**src/design/dmc_pkg.sv**
```systemverilog
// constants, register map and types of the display memory controller
// Functional notes
// sixteen-bit display addresses reach 64K bytes
// ram type bit selects address multiplexing
// 16Kx4 column uses a15,a13..a8,a8
// 64Kx1 row a7..a0, column a15..a8
// charset base gives top three address bits
// tall characters use only two base bits
// byte pointers fetched row-major from top
// underline on one selected scan line
// host sets up copy in fixed order
// copy reads source, writes destination, increments
// colour outputs low during sync
// blanking starts at blank begin count
// blanking ends after blank end count
// refresh count per line, every line
// refresh address increments, low byte row
// pattern address: base, pointer span, scan line
// refresh only in horizontal blanking
package dmc_pkg;
	localparam int unsigned ADDR_W = 16;
	localparam int unsigned PADDR_W = 8;
	// register byte addresses
	localparam logic [7:0] OFF_CHARSET = 8'h00;
	localparam logic [7:0] OFF_ULINE = 8'h04;
	localparam logic [7:0] OFF_SRC_HI = 8'h08;
	localparam logic [7:0] OFF_SRC_LO = 8'h0c;
	localparam logic [7:0] OFF_BLK_BEGIN = 8'h10;
	localparam logic [7:0] OFF_BLK_END = 8'h14;
	localparam logic [7:0] OFF_REFRESH = 8'h18;
	localparam logic [7:0] OFF_WCOUNT = 8'h1c;
	localparam logic [7:0] OFF_DST_HI = 8'h20;
	localparam logic [7:0] OFF_DST_LO = 8'h24;
	localparam logic [7:0] OFF_CTRL = 8'h28;
	localparam logic [7:0] OFF_STATUS = 8'h2c;
	localparam logic [7:0] OFF_LINE_TOT = 8'h30;
	localparam logic [7:0] OFF_DISP_HI = 8'h34;
	localparam logic [7:0] OFF_DISP_LO = 8'h38;
	// field positions
	localparam int unsigned RAM_TYPE_BIT = 4;
	localparam int unsigned CS_MSB = 7;
	localparam int unsigned CS_LSB = 5;
	localparam int unsigned COPY_MODE_BIT = 7;
	localparam int unsigned UPD_READY_BIT = 7;
	localparam int unsigned COPY_BUSY_BIT = 6;
	localparam int unsigned HEIGHT_MSB = 4;
	localparam int unsigned ULINE_MSB = 4;
	localparam int unsigned REFR_MSB = 3;
	// reset values
	localparam logic [7:0] RST_ZERO = 8'h00;
	localparam logic [7:0] RST_LINE_TOT = 8'h63;
	localparam logic [7:0] RST_BLK_BEGIN = 8'h50;
	localparam logic [7:0] RST_BLK_END = 8'h5f;
	localparam logic [7:0] RST_REFRESH = 8'h05;
	localparam logic [4:0] RST_HEIGHT = 5'h07;
	// character layout
	localparam logic [4:0] SHORT_HEIGHT_MAX = 5'h0f;
	localparam int unsigned SPAN_SHIFT_SHORT = 4;
	localparam int unsigned SPAN_SHIFT_TALL = 5;
	// slot timing: two memory accesses of four cycles per character slot
	localparam logic [2:0] SLOT_LAST = 3'h7;
	localparam logic [2:0] SLOT_ACC0 = 3'h0;
	localparam logic [2:0] SLOT_ACC1 = 3'h4;
	localparam logic [31:0] APB_OK = 32'h0000_0000;

	typedef enum logic [1:0] {
		DMC_IDLE = 2'b00,
		DMC_ROW = 2'b01,
		DMC_COL = 2'b11,
		DMC_END = 2'b10
	} dmc_acc_t;

	typedef enum logic [2:0] {
		DMC_K_NONE = 3'h0,
		DMC_K_REFR = 3'h1,
		DMC_K_PTR = 3'h2,
		DMC_K_PAT = 3'h3,
		DMC_K_CRD = 3'h4,
		DMC_K_CWR = 3'h5
	} dmc_kind_t;
endpackage

```
**src/design/dmc_mux_if.sv**
```systemverilog
// address multiplexer link between access sequencer and row/column mux
`timescale 1ns/1ps
`default_nettype none
interface dmc_mux_if;
	logic [15:0] addr;
	logic        ram_type;
	logic        col_phase;
	logic [7:0]  ma;
	modport seq (output addr, output ram_type, output col_phase, input ma);
	modport mux (input addr, input ram_type, input col_phase, output ma);
endinterface // dmc_mux_if
`default_nettype wire

```
**src/design/dmc_top.sv**
```systemverilog
// display memory controller: apb registers, refresh, copy engine, fetch, blanking
//
// Added by the designer: the APB slave port and the placing of the registers.
`timescale 1ns/1ps
`default_nettype none
module dmc_top (
	input  wire logic        pclk,
	input  wire logic        presetn,
	input  wire logic        psel,
	input  wire logic        penable,
	input  wire logic        pwrite,
	input  wire logic [7:0]  paddr,
	input  wire logic [31:0] pwdata,
	output logic [31:0]      prdata,
	output logic             pready,
	output logic             pslverr,
	input  wire logic        hsync_in,
	input  wire logic        vsync_in,
	input  wire logic        vborder_in,
	input  wire logic [3:0]  pix_rgbi,
	output logic [3:0]       rgbi,
	output logic             hblank,
	output logic             underline,
	output logic [7:0]       pattern_data,
	output logic             pattern_valid,
	output logic [7:0]       ram_addr,
	output logic             ram_ras_n,
	output logic             ram_cas_n,
	output logic             ram_we_n,
	output logic [7:0]       ram_dout,
	output logic             ram_doe,
	input  wire logic [7:0]  ram_din
);
	logic [7:0] charset_r, uline_r, src_hi_r, src_lo_r, blk_begin_r, blk_end_r;
	logic [7:0] refresh_r, wcount_r, dst_hi_r, dst_lo_r, ctrl_r, line_tot_r;
	logic [7:0] disp_hi_r, disp_lo_r;
	logic       copy_busy_r, copy_wr_phase_r;
	logic [7:0] copy_data_r;
	logic [2:0] sub_r;
	logic [7:0] hcnt_r;
	logic [4:0] scan_r;
	logic [15:0] row_base_r, ptr_addr_r, refr_addr_r, acc_addr_r, acc_addr_nxt;
	logic [3:0] refr_left_r;
	logic [7:0] ptr_r;
	logic [15:0] copy_src_r, copy_dst_r;
	logic [7:0] copy_left_r;
	dmc_pkg::dmc_acc_t  acc_st_r;
	dmc_pkg::dmc_kind_t kind_r, kind_nxt;
	dmc_mux_if mif ();

	function automatic logic in_window(input logic [7:0] pos, input logic [7:0] lo, input logic [7:0] hi);
		in_window = (lo <= hi) ? (pos >= lo && pos <= hi) : (pos >= lo || pos <= hi);
	endfunction

	function automatic logic [15:0] pattern_addr(input logic [7:0] cs, input logic [4:0] height,
			input logic [7:0] ptr, input logic [4:0] scan);
		if (height > dmc_pkg::SHORT_HEIGHT_MAX) begin
			// 8192-byte sets: only the top two base bits remain
			pattern_addr = {cs[dmc_pkg::CS_MSB -: 2], 1'b0, ptr, scan[4:0]};
		end else begin
			pattern_addr = {cs[dmc_pkg::CS_MSB:dmc_pkg::CS_LSB], 1'b0, ptr, scan[3:0]};
		end
	endfunction

	// apb slave, zero wait states
	logic wr_en, rd_setup, addr_ok;
	assign wr_en = psel & penable & pwrite;
	assign rd_setup = psel & ~penable & ~pwrite;
	assign pready = 1'b1;
	always_comb begin
		unique case (paddr)
			dmc_pkg::OFF_CHARSET, dmc_pkg::OFF_ULINE, dmc_pkg::OFF_SRC_HI, dmc_pkg::OFF_SRC_LO,
			dmc_pkg::OFF_BLK_BEGIN, dmc_pkg::OFF_BLK_END, dmc_pkg::OFF_REFRESH, dmc_pkg::OFF_WCOUNT,
			dmc_pkg::OFF_DST_HI, dmc_pkg::OFF_DST_LO, dmc_pkg::OFF_CTRL, dmc_pkg::OFF_STATUS,
			dmc_pkg::OFF_LINE_TOT, dmc_pkg::OFF_DISP_HI, dmc_pkg::OFF_DISP_LO: addr_ok = 1'b1;
			default: addr_ok = 1'b0;
		endcase
	end
	assign pslverr = psel & penable & ~addr_ok;

	always_ff @(posedge pclk or negedge presetn) begin
		if (!presetn) begin
			charset_r <= dmc_pkg::RST_ZERO;
			uline_r <= dmc_pkg::RST_ZERO;
			src_hi_r <= dmc_pkg::RST_ZERO;
			src_lo_r <= dmc_pkg::RST_ZERO;
			blk_begin_r <= dmc_pkg::RST_BLK_BEGIN;
			blk_end_r <= dmc_pkg::RST_BLK_END;
			refresh_r <= dmc_pkg::RST_REFRESH;
			wcount_r <= dmc_pkg::RST_ZERO;
			dst_hi_r <= dmc_pkg::RST_ZERO;
			dst_lo_r <= dmc_pkg::RST_ZERO;
			ctrl_r <= {3'h0, dmc_pkg::RST_HEIGHT};
			line_tot_r <= dmc_pkg::RST_LINE_TOT;
			disp_hi_r <= dmc_pkg::RST_ZERO;
			disp_lo_r <= dmc_pkg::RST_ZERO;
		end else if (wr_en) begin
			unique case (paddr)
				dmc_pkg::OFF_CHARSET: charset_r <= pwdata[7:0];
				dmc_pkg::OFF_ULINE: uline_r <= pwdata[7:0];
				dmc_pkg::OFF_SRC_HI: src_hi_r <= pwdata[7:0];
				dmc_pkg::OFF_SRC_LO: src_lo_r <= pwdata[7:0];
				dmc_pkg::OFF_BLK_BEGIN: blk_begin_r <= pwdata[7:0];
				dmc_pkg::OFF_BLK_END: blk_end_r <= pwdata[7:0];
				dmc_pkg::OFF_REFRESH: refresh_r <= pwdata[7:0];
				dmc_pkg::OFF_WCOUNT: wcount_r <= pwdata[7:0];
				dmc_pkg::OFF_DST_HI: dst_hi_r <= pwdata[7:0];
				dmc_pkg::OFF_DST_LO: dst_lo_r <= pwdata[7:0];
				dmc_pkg::OFF_CTRL: ctrl_r <= pwdata[7:0];
				dmc_pkg::OFF_LINE_TOT: line_tot_r <= pwdata[7:0];
				dmc_pkg::OFF_DISP_HI: disp_hi_r <= pwdata[7:0];
				dmc_pkg::OFF_DISP_LO: disp_lo_r <= pwdata[7:0];
				default: ;
			endcase
		end
	end

	always_ff @(posedge pclk or negedge presetn) begin
		if (!presetn) begin
			prdata <= dmc_pkg::APB_OK;
		end else if (rd_setup) begin
			unique case (paddr)
				dmc_pkg::OFF_CHARSET: prdata <= {24'h0, charset_r};
				dmc_pkg::OFF_ULINE: prdata <= {24'h0, uline_r};
				dmc_pkg::OFF_SRC_HI: prdata <= {24'h0, src_hi_r};
				dmc_pkg::OFF_SRC_LO: prdata <= {24'h0, src_lo_r};
				dmc_pkg::OFF_BLK_BEGIN: prdata <= {24'h0, blk_begin_r};
				dmc_pkg::OFF_BLK_END: prdata <= {24'h0, blk_end_r};
				dmc_pkg::OFF_REFRESH: prdata <= {24'h0, refresh_r};
				dmc_pkg::OFF_WCOUNT: prdata <= {24'h0, wcount_r};
				dmc_pkg::OFF_DST_HI: prdata <= {24'h0, dst_hi_r};
				dmc_pkg::OFF_DST_LO: prdata <= {24'h0, dst_lo_r};
				dmc_pkg::OFF_CTRL: prdata <= {24'h0, ctrl_r};
				dmc_pkg::OFF_STATUS: prdata <= {24'h0, ~copy_busy_r, copy_busy_r, 6'h0};
				dmc_pkg::OFF_LINE_TOT: prdata <= {24'h0, line_tot_r};
				dmc_pkg::OFF_DISP_HI: prdata <= {24'h0, disp_hi_r};
				dmc_pkg::OFF_DISP_LO: prdata <= {24'h0, disp_lo_r};
				default: prdata <= dmc_pkg::APB_OK;
			endcase
		end
	end

	// character slot and horizontal position
	logic slot_end, line_end, in_blank, disp_act, acc_start, refr_due;
	logic [4:0] height;
	assign height = ctrl_r[dmc_pkg::HEIGHT_MSB:0];
	assign slot_end = (sub_r == dmc_pkg::SLOT_LAST);
	assign line_end = slot_end && (hcnt_r == line_tot_r);
	assign in_blank = in_window(hcnt_r, blk_begin_r, blk_end_r); // see R12 //
	assign disp_act = ~in_blank & ~vsync_in & ~vborder_in;
	assign acc_start = (sub_r == dmc_pkg::SLOT_ACC0) || (sub_r == dmc_pkg::SLOT_ACC1);
	assign refr_due = in_blank && (refr_left_r != 4'h0);

	always_ff @(posedge pclk or negedge presetn) begin
		if (!presetn) begin
			sub_r <= 3'h0;
			hcnt_r <= 8'h00;
		end else begin
			sub_r <= sub_r + 3'h1;
			if (slot_end) begin
				hcnt_r <= line_end ? 8'h00 : hcnt_r + 8'h01;
			end
		end
	end

	// scan line within the character row and row-major pointer walk
	always_ff @(posedge pclk or negedge presetn) begin
		if (!presetn) begin
			scan_r <= 5'h00;
			row_base_r <= 16'h0000;
		end else if (vsync_in) begin
			scan_r <= 5'h00;
			row_base_r <= {disp_hi_r, disp_lo_r};
		end else if (line_end) begin
			if (scan_r >= height) begin
				scan_r <= 5'h00;
				row_base_r <= row_base_r + {8'h00, blk_begin_r};
			end else begin
				scan_r <= scan_r + 5'h01;
			end
		end
	end

	// refresh budget reloads as every line's blanking opens
	always_ff @(posedge pclk or negedge presetn) begin
		if (!presetn) begin
			refr_left_r <= 4'h0;
			refr_addr_r <= 16'h0000;
		end else if (slot_end && (hcnt_r + 8'h01 == blk_begin_r)) begin
			refr_left_r <= refresh_r[dmc_pkg::REFR_MSB:0];
		end else if (acc_start && refr_due) begin
			refr_left_r <= refr_left_r - 4'h1;
			refr_addr_r <= refr_addr_r + 16'h0001;
		end
	end

	// slot arbitration: refresh, then display fetch, then copy
	always_comb begin
		kind_nxt = dmc_pkg::DMC_K_NONE;
		acc_addr_nxt = acc_addr_r;
		if (refr_due) begin
			kind_nxt = dmc_pkg::DMC_K_REFR;
			acc_addr_nxt = refr_addr_r;
		end else if (disp_act) begin
			if (sub_r == dmc_pkg::SLOT_ACC0) begin
				kind_nxt = dmc_pkg::DMC_K_PTR;
				acc_addr_nxt = ptr_addr_r;
			end else begin
				kind_nxt = dmc_pkg::DMC_K_PAT;
				acc_addr_nxt = pattern_addr(charset_r, height, ptr_r, scan_r);
			end
		end else if (copy_busy_r) begin
			kind_nxt = copy_wr_phase_r ? dmc_pkg::DMC_K_CWR : dmc_pkg::DMC_K_CRD;
			acc_addr_nxt = copy_wr_phase_r ? copy_dst_r : copy_src_r;
		end
	end

	// three-cycle dram access: row strobe, column strobe, latch
	always_ff @(posedge pclk or negedge presetn) begin
		if (!presetn) begin
			acc_st_r <= dmc_pkg::DMC_IDLE;
			kind_r <= dmc_pkg::DMC_K_NONE;
			acc_addr_r <= 16'h0000;
		end else begin
			unique case (acc_st_r)
				dmc_pkg::DMC_IDLE: if (acc_start && kind_nxt != dmc_pkg::DMC_K_NONE) begin
					acc_st_r <= dmc_pkg::DMC_ROW;
					kind_r <= kind_nxt;
					acc_addr_r <= acc_addr_nxt;
				end
				dmc_pkg::DMC_ROW: acc_st_r <= dmc_pkg::DMC_COL;
				dmc_pkg::DMC_COL: acc_st_r <= dmc_pkg::DMC_END;
				dmc_pkg::DMC_END: acc_st_r <= dmc_pkg::DMC_IDLE;
			endcase
		end
	end

	logic acc_done;
	assign acc_done = (acc_st_r == dmc_pkg::DMC_END);

	// display fetch results
	always_ff @(posedge pclk or negedge presetn) begin
		if (!presetn) begin
			ptr_r <= 8'h00;
			ptr_addr_r <= 16'h0000;
			pattern_data <= 8'h00;
			pattern_valid <= 1'b0;
		end else begin
			pattern_valid <= acc_done && kind_r == dmc_pkg::DMC_K_PAT;
			if (line_end) begin
				ptr_addr_r <= vsync_in ? {disp_hi_r, disp_lo_r} : row_base_r;
			end else if (acc_done && kind_r == dmc_pkg::DMC_K_PTR) begin
				ptr_r <= ram_din;
				ptr_addr_r <= ptr_addr_r + 16'h0001;
			end
			if (acc_done && kind_r == dmc_pkg::DMC_K_PAT) begin
				pattern_data <= ram_din;
			end
		end
	end

	// block copy engine; starts when the count is written in copy mode
	logic wcount_wr_start;
	assign wcount_wr_start = wr_en && (paddr == dmc_pkg::OFF_WCOUNT) && ctrl_r[dmc_pkg::COPY_MODE_BIT];

	// working counters kept apart so the host registers keep their programmed values
	always_ff @(posedge pclk or negedge presetn) begin
		if (!presetn) begin
			copy_busy_r <= 1'b0;
			copy_wr_phase_r <= 1'b0;
			copy_data_r <= 8'h00;
			copy_src_r <= 16'h0000;
			copy_dst_r <= 16'h0000;
			copy_left_r <= 8'h00;
		end else if (wcount_wr_start) begin
			copy_busy_r <= (pwdata[7:0] != 8'h00);
			copy_wr_phase_r <= 1'b0;
			copy_src_r <= {src_hi_r, src_lo_r};
			copy_dst_r <= {dst_hi_r, dst_lo_r};
			copy_left_r <= pwdata[7:0];
		end else if (acc_done && kind_r == dmc_pkg::DMC_K_CRD) begin
			copy_data_r <= ram_din;
			copy_wr_phase_r <= 1'b1;
		end else if (acc_done && kind_r == dmc_pkg::DMC_K_CWR) begin
			copy_wr_phase_r <= 1'b0;
			copy_src_r <= copy_src_r + 16'h0001;
			copy_dst_r <= copy_dst_r + 16'h0001;
			copy_left_r <= copy_left_r - 8'h01;
			if (copy_left_r == 8'h01) begin
				copy_busy_r <= 1'b0;
			end
		end
	end

	// ram pins: ras spans the access, refresh is ras-only
	logic col_ph;
	assign col_ph = (acc_st_r == dmc_pkg::DMC_COL) || (acc_st_r == dmc_pkg::DMC_END);
	assign mif.addr = acc_addr_r;
	assign mif.ram_type = charset_r[dmc_pkg::RAM_TYPE_BIT];
	assign mif.col_phase = col_ph;
	assign ram_addr = mif.ma;
	dmc_addr_mux u_mux (.m(mif.mux));
	assign ram_ras_n = (acc_st_r == dmc_pkg::DMC_IDLE);
	assign ram_cas_n = ~(col_ph && kind_r != dmc_pkg::DMC_K_REFR);
	assign ram_we_n = ~(col_ph && kind_r == dmc_pkg::DMC_K_CWR);
	assign ram_doe = ~ram_we_n;
	assign ram_dout = copy_data_r;

	// video side outputs
	always_ff @(posedge pclk or negedge presetn) begin
		if (!presetn) begin
			rgbi <= 4'h0;
			hblank <= 1'b0;
			underline <= 1'b0;
		end else begin
			rgbi <= (hsync_in || vsync_in || in_blank) ? 4'h0 : pix_rgbi;
			hblank <= in_blank; // see R12 //
			underline <= disp_act && (scan_r == uline_r[dmc_pkg::ULINE_MSB:0]);
		end
	end

	a_col_16k : assert property (@(posedge pclk) disable iff (!presetn)
		(col_ph && !charset_r[dmc_pkg::RAM_TYPE_BIT]) |-> ram_addr[0] == ram_addr[1])
		else $error("16k column lines 0 and 1 differ");
	a_col_64k : assert property (@(posedge pclk) disable iff (!presetn)
		(col_ph && charset_r[dmc_pkg::RAM_TYPE_BIT]) |-> ram_addr == acc_addr_r[15:8])
		else $error("64k column address wrong");
	a_row_addr : assert property (@(posedge pclk) disable iff (!presetn)
		(acc_st_r == dmc_pkg::DMC_ROW) |-> ram_addr == acc_addr_r[7:0])
		else $error("row address wrong");
	a_refresh_ras_only : assert property (@(posedge pclk) disable iff (!presetn)
		(acc_st_r != dmc_pkg::DMC_IDLE && kind_r == dmc_pkg::DMC_K_REFR) |-> ram_cas_n)
		else $error("refresh cycle strobed cas");
	a_sync_rgbi_low : assert property (@(posedge pclk) disable iff (!presetn)
		(hsync_in || vsync_in) |=> rgbi == 4'h0)
		else $error("colour driven during sync");
	a_copy_write_only : assert property (@(posedge pclk) disable iff (!presetn)
		!ram_we_n |-> (kind_r == dmc_pkg::DMC_K_CWR && copy_busy_r))
		else $error("ram write outside copy");

	c_refresh : cover property (@(posedge pclk) disable iff (!presetn)
		acc_st_r == dmc_pkg::DMC_ROW && kind_r == dmc_pkg::DMC_K_REFR);
	c_copy_write : cover property (@(posedge pclk) disable iff (!presetn) !ram_we_n);
	c_pattern : cover property (@(posedge pclk) disable iff (!presetn) pattern_valid);
endmodule // dmc_top
`default_nettype wire

```
**src/design/dmc_addr_mux.sv**
```systemverilog
// dram row/column address multiplexer for both memory organisations
`timescale 1ns/1ps
`default_nettype none
module dmc_addr_mux (
	dmc_mux_if.mux m
);
	logic [7:0] col_addr;

	always_comb begin
		if (m.ram_type) begin
			col_addr = m.addr[15:8];
		end else begin
			// 16Kx4 parts have one column line fewer, a8 appears twice
			col_addr = {m.addr[15], m.addr[13:8], m.addr[8]};
		end
	end

	assign m.ma = m.col_phase ? col_addr : m.addr[7:0];
endmodule // dmc_addr_mux
`default_nettype wire

```
**config.mk**
```make
export PLATFORM = sky130hd
export DESIGN_NAME = dmc_top
export DESIGN_NICKNAME = d
export VERILOG_FILES = /design/src/design/dmc_pkg.sv /design/src/design/dmc_mux_if.sv /design/src/design/dmc_top.sv /design/src/design/dmc_addr_mux.sv
export SDC_FILE = /design/constraint.sdc
export NUM_CORES = 1
export LEC_CHECK = 0
export ABC_AREA = 1
export BUFFER_PORTS_ARGS = -buffer_cell sky130_fd_sc_hd__clkbuf_2
export CAP_MARGIN = 0
export CORE_MARGIN = 8
export CORE_UTILIZATION = 59
export DETAILED_ROUTE_END_ITERATION = 10
export PLACE_DENSITY = 0.79
export SLEW_MARGIN = 10
export SYNTH_ARGS = -nofsm -noshare
export SYNTH_HDL_FRONTEND = slang
export SYNTH_SLANG_ARGS = --single-unit
```
**constraint.sdc**
```tcl
create_clock -name pclk -period 5.35 [get_ports pclk]
set_clock_uncertainty 0.15 [all_clocks]
set_input_delay 1.07 -clock pclk [delete_from_list [all_inputs] [get_ports pclk]]
set_output_delay 1.07 -clock pclk [all_outputs]
set_load 0.03 [all_outputs]
```
Word level (Yosys, flattened, before mapping)
Memories as Yosys holds them, arrays and structs flattened.
Cells that the tools add are included.
- bitwise operators: 19
- equality and inequality tests: 30
- $add $sub $neg: 10
- mux-type cells: 47
- magnitude comparators: 5
- reductions and logical operators: 57
- operator list (operator ; number):
    16-bit two-way mux ; 17
    8-bit case mux with 15 select lines ; 1
    16-bit by 1-bit adder with 16-bit output (second input constant) ; 4
    8-bit by 6-bit equality test with 1-bit output (second input constant) ; 7
    8-bit two-way mux ; 5
    2-bit AND reduction ; 20
    8-bit by 5-bit equality test with 1-bit output (second input constant) ; 4
    16-bit by 8-bit adder with 16-bit output ; 1
    8-bit by 4-bit equality test with 1-bit output (second input constant) ; 2
    8-bit equality test ; 2
    8-bit less-or-equal comparator ; 2
    1-bit logical AND ; 15
    5-bit two-way mux ; 3
    14-bit two-way mux ; 1
    3-bit equality test (second input constant) ; 4
    4-bit two-way mux ; 3
    1-bit inverter ; 12
    2-bit nonzero test ; 6
    1-bit two-way mux ; 11
    3-bit two-way mux ; 3
    3-bit nonzero test ; 3
    8-bit by 1-bit adder with 8-bit output (second input constant) ; 1
    8-bit by 1-bit equality test with 1-bit output (second input constant) ; 1
    8-bit by 3-bit equality test with 1-bit output (second input constant) ; 1
    25 further kinds ; 39
- logic and storage cells: 206
- ROM bits: 64
- memories kept: 1
- input port bits: 60
- flip-flop bits (word level): 306
- memory list (name ; depth ; width ; rd ports ; clocked after Yosys merged registers in ; wr ports ; line ; text):
    (name not given) ; 64 ; 1 ; 1 ; 0 ; 0 ; dmc_top.sv:71 ; unique case (paddr)

Depth between registers and ports, before layout
Gate-level depths: netlist (run 1).
- word-level depth: 12
- gate-level depth with buffers: 19
- depth with buffers taken out: 18

Cells and area by module
Synthesis (run 1) repeated with hierarchy kept, for this count alone.
- cells, all modules: 2108
- area, all modules: 16055.4 sq um
- modules (own cells, without submodules) (module ; instances ; cells each ; area an instance (sq um) ; seq. area each (sq um)):
    dmc_top ; 1 ; 2063 ; 15870.2 ; 7078.0
    dmc_addr_mux ; 1 ; 45 ; 185.2 ; 0.0

Worst setup path before layout (run 1)
No wires, ideal clock.
- kind: input to output
- start: in paddr[1]
- end: out pslverr
- required time: 4.130 ns
- stages: 2
- path buffers: 0
- arrival: 1.992 ns
- setup slack: 2.138 ns
- cell sequence: nor2_1 > a311oi_1
- longest elaborated chain between the ends: 4
- ends and longest elaborated chain (element ; line ; text):
    start: declaration ; dmc_top.sv:12 ; input wire logic [7:0] paddr,
    memory read 64 x 1 bit ; - ;
    1-bit two-way mux ; dmc_top.sv:71 ;
    1-bit inverter ; dmc_top.sv:79 ; assign pslverr = psel & penable & ~addr_ok;
    1-bit AND ; dmc_top.sv:79 ;
    end: declaration ; dmc_top.sv:16 ; output logic pslverr,
No other way between the ends.

Worst setup path after layout (run 1)
- start: reg blk_begin_r[1]
- end: reg acc_addr_r[15]
- longest elaborated chain between the ends: 11
- elaborated cells on any way between the ends: 17
- those cells by class: order compare (2); mux (5); bitwise (3); reduce/logical (7)
- ends and longest elaborated chain (element ; line ; text):
    start: declaration ; dmc_top.sv:34 ; logic [7:0] charset_r, uline_r, src_hi_r, src_lo_r, blk_begin_r, blk_end_r;
    start signal: assignment ; dmc_top.sv:87 ; blk_begin_r <= dmc_pkg::RST_BLK_BEGIN;
    start signal: assignment ; dmc_top.sv:103 ; dmc_pkg::OFF_BLK_BEGIN: blk_begin_r <= pwdata[7:0];
    8-bit greater-or-equal comparator ; dmc_top.sv:52 ; in_window = (lo <= hi) ? (pos >= lo && pos <= hi) : (pos >= lo || pos <= hi);
    1-bit logical OR / 1-bit logical AND (equally long branches) ; dmc_top.sv:52 ;
    1-bit two-way mux (*) ; dmc_top.sv:52 ;
    via in_blank ; dmc_top.sv:144 ; logic slot_end, line_end, in_blank, disp_act, acc_start, refr_due;
    1-bit inverter ; dmc_top.sv:150 ; assign disp_act = ~in_blank & ~vsync_in & ~vborder_in;
    1-bit AND (2 in a row) ; dmc_top.sv:150 ;
    3-bit two-way mux ; dmc_top.sv:204 ; end else if (disp_act) begin
    3-bit two-way mux ; dmc_top.sv:201 ; if (refr_due) begin
    3-bit nonzero test ; dmc_top.sv:226 ; dmc_pkg::DMC_IDLE: if (acc_start && kind_nxt != dmc_pkg::DMC_K_NONE) begin
    1-bit logical AND ; dmc_top.sv:226 ;
    3-bit AND reduction (no line) ; - ;
    end signal: assignment ; dmc_top.sv:229 ; acc_addr_r <= acc_addr_nxt;
    end: declaration ; dmc_top.sv:42 ; logic [15:0] row_base_r, ptr_addr_r, refr_addr_r, acc_addr_r, acc_addr_nxt;
Mark *: on every way through the listed nets, which the timed path passes. The rest lies on a longest branch.
A chain may end at the register's enable or synchronous reset.

==> flow_summary_export.csv, run 1 <==
group,metric,value,unit
sta,hold_viol_final,0,
floorplanning,start_util,0.593,
critical_path,rr_endpoint,"acc_addr_r[15]",
pwr,p_seq_frac,0.421,
global_routing,grt_pass1_vias,13994,
route,final_antenna_net_count,0,
sta,slew_viol_final,0,
pwr,pwr-share-comb,0.260,
sta,finalCritPeriodShare,0.748,
yosys,synth_largest_area_cell,"dfrtp_1",
global_routing,grtUsageTotal,0.286,
global_routing,grt_overflow,0,
clocking,cts_setup_buffers,0,
pwr,power.switching,2.43,mW
critical_path,max_stage_delay,0.59,ns
outcome,outcome,"complete, no violations",
clocking,cts_tree,"yes",
critical_path,rr_worst_depth,16,
critical_path,crit_path_end_kind,"flip-flop",
layout,layout-drive-gt1-share,0.0884,
layout,n_antenna_cell,0,
layout,final_net_count,2203,
pwr,power_density,386,nW/um^2
critical_path,slowest_stage,"nand3_1",
critical_path,critPathRequiredTime,5.65,ns
yosys,synth_cell_types,55,
route,wire_per_inst,19.2,um
pwr,p_int,4.27,mW
clocking,clk-insertion-delay-late,0.57,ns
floorplanning,core,26700,um^2
critical_path,critPathLaunchType,"flip-flop",
global_routing,antenna_found_initial,0,
sta,tightest_slew,0.966,ns
sta,tns,0,ns
clocking,cts.sinks,282,
clocking,cts_root_buf,"clkbuf_16",
place,port_buffers,79,
min_path,hold_start,"sub_r[0]",
route,dr.pass1.iters,6,
min_path,holdPathStages,1,
sta,finalCriticalPeriod,4.00,ns
critical_path,path_buf_inv,2,
yosys,yosysSeqAreaShare,0.448,
critical_path,cpLargestDelayFamily,"simple AND/OR/NAND/NOR gates",
route,wl,47100,um
place,place_congestion,0.954,
critical_path,crit_path_frequent_cell,"nand2_1",
yosys,netlist_area,15800,um^2
place,dp_hpwl,33800,um
critical_path,reg2reg_slack,1.35,ns
floorplanning,core.rowCount,60,
pwr,clkPwrFrac,0.319,
min_path,hold_class,"flip-flop to flip-flop",
min_path,hold_end,"sub_r[0]",
clocking,numCtsBuffers,31,
floorplanning,die_h,180,um
yosys,avgSynthCellArea,7.73,um^2
clocking,htree_levels,1,
pwr,irDropWorstVdd,288,uV
yosys,synthCells,2045,
route,vias,14522,
critical_path,arrival,4.30,ns
floorplanning,die_w,180,um
yosys,netlist_top_cells_area,"dfrtp_1, nand2_1, o21ai_0, inv_1, ha_1",
critical_path,timing.rr.start,"blk_begin_r[1]",
yosys,yosys_warnings,0,
run,drv_cap,0,
clocking,ctsHoldBuffers,0,
clocking,cts.repair.resized,0,
clocking,cts_buffer_depth,3,
layout,syn2layout_area_growth,9.80,%
yosys,synth_seq_cells,282,
critical_path,criticalPathCategory,"flip-flop to flip-flop",
route,viasPerCell,5.91,
sta,timing.fmax,250,MHz
pwr,swShare,0.363,
critical_path,worstPathCellList,"inv_1 > ha_1 > nand2_1 > nand3_1 > nand2_1 > nand2_1 > nand2_1 > nand2_1 > o21ai_1 > nand2_1 > nand2_2 > nand3_1 > nand3_1 > inv_2 > nand2_1 > nand2_1",
pwr,finalPower,6.70,mW
global_routing,grt_pass1_wl,74700,um
layout,mostFrequentLayoutCell,"nand2_1",
sta,setup_violations,0,
yosys,async_reset_ff_frac,1.00,
sta,rsz0062_at_grt,"no",
sta,slew_headroom,0.356,
layout,final_cell_mix,"nand2_1, dfrtp_1, o21ai_0, inv_1, nand3_1",
yosys,synth_edf_count,0,
route,drc_errors,0,
yosys,ys.flop_type,"dfrtp_1",
route,drt_iter0_drc,1569,
global_routing,grt_max_degree,121,
yosys,netlist.area_leader.share,0.420,
pwr,p_leak,8.28,nW
clocking,clk_pin_slew,0.06,ns
floorplanning,io_pins,129,
floorplanning,die-area,32300,um^2
critical_path,cp_max_fo,22,
==> power by group through the flow <==
| stage | clock network (mW) | registers [mW] | logic (mW) |
|---|---|---|---|
| final | 2.14 | 2.83 | 1.74 |
| after global routing | 2.23 | 2.87 | 1.94 |
| after CTS | 2.16 | 2.81 | 1.73 |
| after detailed placement | 0 | 2.84 | 1.72 |
| after global placement | 0 | 2.83 | 1.68 |
| after floorplan | 0 | 2.85 | 1.14 |
==> kinds of logic after synthesis <==
| group | after synthesis | share of synthesized area |
|---|---|---|
| AND/OR/NAND/NOR | 938 | 0.247 |
| AO/OA/AOI/OAI | 399 | 0.145 |
| buffers and inverters | 307 | 0.0812 |
| flip-flops | 282 | 0.448 |
| XOR/XNOR | 63 | 0.0359 |
| adder cells (fa/ha/maj) | 50 | 0.0401 |
| multiplexers | 4 | 0.00253 |
| other | 2 | 0.000475 |
==> stage by stage <==
step	util	std cells	hold WS [ns]	worst slack (ns)	cell area [um^2]
floorplan	-	2068	0.268	2.14	15900
global placement	0.613	2401	0.279	1.48	16300
detailed placement	0.613	2401	0.292	1.41	16300
CTS	0.651	2457	0.307	1.38	17400
global route	0.651	2457	0.333	1.04	17400
finish	0.651	2457	0.302	1.35	17400
==> synth_stat cells (2+ instances only) <==
master and instances:
nand3_2 3, xor2_2 2, clkbuf_1 59, nand3_1 107, a31oi_1 12, o22ai_1 13
buf_6 3, o21a_1 3, mux2i_1 4, o31ai_1 3, o211ai_1 19, nand2_1 641
nor2_1 92, buf_4 26, clkinv_1 5, inv_2 5, dfrtp_1 265, dfstp_2 17
o21bai_1 2, and3_1 2, o221ai_1 13, a21oi_1 42, o311ai_0 2, ha_1 49
o21ai_0 251, o2111ai_1 14, nor3_1 28, o211a_1 2, buf_2 9, xor2_1 49
nor2_2 2, conb_1 2, nand4_1 49, o21ai_2 8, inv_1 197, nand2_2 2
o21ai_1 3, a221oi_1 6, nor4_1 5, buf_1 3, xnor2_1 12
==> per-layer routing <==
metal  up-vias  global-route usage  wire [um]  part of all wire
li1       6818                   -          -                 -
met1      6933               0.377      20000              0.42
met2       641               0.460      21700              0.46
met3       130              0.0506       3490             0.074
met4         0               0.118       1990             0.042
met5         -                   0          0                 0
==> sequential cells by signal (all words and copies together) (netlist names), 16 cells and up <==
signal	cells
refr_addr_r	16
ptr_addr_r	16
copy_src_r	16
row_base_r	16
acc_addr_r	16
copy_dst_r	16
==> worst max path at each step <==
| stage | from | to | slack, ns | depth (start not counted) |
|---|---|---|---|---|
| 2_1_floorplan | paddr[1] | pslverr | 2.14 | 2 |
| 3_3_place_gp | blk_begin_r[1] | acc_addr_r[0] | 1.48 | 16 |
| 3_5_place_dp | blk_begin_r[1] | acc_addr_r[15] | 1.41 | 16 |
| 4_1_cts | blk_begin_r[1] | acc_addr_r[15] | 1.38 | 16 |
| 5_1_grt | blk_begin_r[7] | acc_addr_r[15] | 1.04 | 15 |
| 6_report | blk_begin_r[1] | acc_addr_r[15] | 1.35 | 16 |
==> worst reg2reg max path, cell delays in order (launching register included) <==
cell and delay (ns):
dfrtp_1 0.46, inv_1 0.19, ha_1 0.35, nand2_1 0.07, nand3_1 0.07, nand2_1 0.06
nand2_1 0.05, nand2_1 0.06, nand2_1 0.10, o21ai_1 0.42, nand2_1 0.23, nand2_2 0.36
nand3_1 0.18, nand3_1 0.59, inv_2 0.31, nand2_1 0.17, nand2_1 0.05
==> area by class of cell <==
class / instances / area, um^2
repair buffers: 92 / 528
fillers: 2302 / 9300
well taps: 341 / 427
clock buffers: 43 / 881
clock inverters: 13 / 134
flip-flops and latches: 282 / 7080
multi-input cells: 1479 / 7530
inverters: 207 / 777
Power figures use the tool's default switching activity.
==> run 2, diff against run 1 <==
==> constraint.sdc (replaced) <==
create_clock -name pclk -period 4.01 [get_ports pclk]
set_clock_uncertainty 0.15 [all_clocks]
set_input_delay 0.802 -clock pclk [delete_from_list [all_inputs] [get_ports pclk]]
set_output_delay 0.802 -clock pclk [all_outputs]
set_load 0.03 [all_outputs]
==> run 2 against run 1 <==
- global-route usage up 0.47 points
- final cell count up 0.61%
- worst hold slack worse by 0.12 ns
- utilization up 0.98 points
- via count up 0.42%
- fmax up 6.5%
- critical path depth down 2
- register-to-register slack worse by 1.1 ns
==> flow_summary_export.csv, run 2 (synthesis results as in run 1) <==
group,metric,value,unit
route,final_antenna_net_count,0,
clocking,cts_setup_buffers,0,
min_path,hold_class,"input port to async pin",
layout,fin_cells,2472,
layout,final_cell_mix,"nand2_1, dfrtp_1, o21ai_0, inv_1, nand3_1",
layout,post-route-util,0.661,
place,place_congestion,0.990,
sta,setup_violations,0,
layout,syn2layout_area_growth,11.4,%
layout,n_antenna_cell,0,
clocking,cts.sinks,282,
outcome,outcome,"complete, no violations",
critical_path,crit_end,"scan_r[4]",
pwr,power.switching,3.31,mW
layout,mostFrequentLayoutCell,"nand2_1",
route,vias,14583,
pwr,p_leak,8.44,nW
place,port_buffers,79,
clocking,cts_root_buf,"clkbuf_16",
clocking,numCtsBuffers,34,
critical_path,cp_max_fo,30,
clocking,cts.repair.resized,0,
pwr,irDropWorstVdd,418,uV
sta,tns,0,ns
pwr,swShare,0.353,
clocking,ctsHoldBuffers,0,
global_routing,grtUsageTotal,0.290,
critical_path,rr_worst_depth,14,
critical_path,critPathRequiredTime,4.26,ns
pwr,p_seq_frac,0.403,
global_routing,grt_overflow,0,
sta,slew_headroom,0.354,
critical_path,reg2reg_slack,0.25,ns
global_routing,grt_pass1_wl,75900,um
place,placed_cells,2412,
sta,tightest_slew,0.966,ns
floorplanning,die-area,32300,um^2
layout,layout-drive-gt1-share,0.0967,
route,wl,47700,um
pwr,power_density,532,nW/um^2
sta,slew_viol_final,0,
route,wire_per_inst,19.3,um
pwr,clkPwrFrac,0.345,
route,viasPerCell,5.90,
floorplanning,core.rowCount,60,
critical_path,arrival,4.01,ns
critical_path,critical_path.startpoint,"sub_r[0]",
place,dp_hpwl,34600,um
floorplanning,start_util,0.593,
sta,rsz0062_at_grt,"no",
sta,fin_ws,0.250,ns
route,drt_iter0_drc,1835,
place,dpl_worst_slack,0.419,ns
run,drv_cap,0,
floorplanning,die_w,180,um
pwr,pwr-share-comb,0.252,
sta,finalCriticalPeriod,3.76,ns
route,drc_errors,0,
global_routing,grt_max_degree,104,
sta,hold_viol_final,0,
sta,timing.fmax,266,MHz
clocking,htree_levels,2,
floorplanning,io_pins,129,
pwr,p_int,6.06,mW
clocking,cts_tree,"yes",
critical_path,critPathLaunchType,"flip-flop",
global_routing,antenna_found_initial,0,
floorplanning,die_h,180,um
critical_path,rr_endpoint,"scan_r[4]",
clocking,clk_pin_slew,0.06,ns
floorplanning,core,26700,um^2
critical_path,criticalPathCategory,"flip-flop to flip-flop",
clocking,cts_buffer_depth,3,
sta,finalCritPeriodShare,0.938,
route,dr.pass1.iters,7,
clocking,clk-insertion-delay-late,0.52,ns
global_routing,grt_pass1_vias,14053,
layout,final_net_count,2217,
critical_path,crit_path_end_kind,"flip-flop",
critical_path,timing.rr.start,"sub_r[0]",
-- run 2: worst min-delay path by stage --
| stage | startpoint | end | slack [ns] | depth (start not counted) |
|---|---|---|---|---|
| finish | presetn | rgbi[3] | 0.18 | 1 |
| global route | presetn | rgbi[3] | 0.24 | 1 |
| CTS | presetn | rgbi[3] | 0.22 | 1 |
| detailed placement | sub_r[0] | sub_r[0] | 0.29 | 1 |
| global placement | sub_r[0] | sub_r[0] | 0.28 | 1 |
| floorplan | sub_r[0] | sub_r[0] | 0.27 | 1 |
-- run 2: final cells by class --
cell class                      instances  area [um^2]
Timing Repair Buffer                  103          623
Inverter                              207          777
Clock inverter                         12          145
Tap cell                              341          427
Fill cell                            2275         9040
Multi-Input combinational cell       1479         7530
Clock buffer                           48         1030
Sequential cell                       282         7080
-- run 2: critical path: stages (launching register included) --
cell and delay (ns):
dfrtp_1 0.35, ha_1 0.16, ha_1 0.52, inv_2 0.13, a21oi_1 0.16, nand4_1 0.11, nor3_1 0.21, nand2_1 0.51
nand2_1 0.43, inv_1 0.10, nor2_1 0.10, buf_4 0.30, inv_1 0.23, o21ai_0 0.12, a21oi_1 0.06
-- run 2: stage by stage --
stage	power [mW]	cell area [um^2]	hold slack, ns
2_1_floorplan	5.32	15900	0.268
3_3_place_gp	6.04	16400	0.278
3_5_place_dp	6.12	16400	0.288
4_1_cts	9.35	17600	0.223
5_1_grt	9.80	17600	0.237
6_report	9.37	17600	0.181
-- run 2: power by group through the flow --
stage	Combinational [mW]	Sequential (mW)	Clock (mW)
floorplan	1.52	3.80	0
global placement	2.26	3.78	0
detailed placement	2.33	3.79	0
CTS	2.35	3.76	3.25
global route	2.61	3.83	3.36
finish	2.36	3.77	3.24
-- run 2: routing by layer --
layer / wire length, um / vias up / part of all wire / GRT usage
met5: 0 / - / 0 / 0
met4: 2110 / 0 / 0.044 / 0.127
met1: 19700 / 6942 / 0.41 / 0.381
met3: 3840 / 138 / 0.081 / 0.0502
li1: - / 6832 / - / -
met2: 22100 / 671 / 0.46 / 0.469
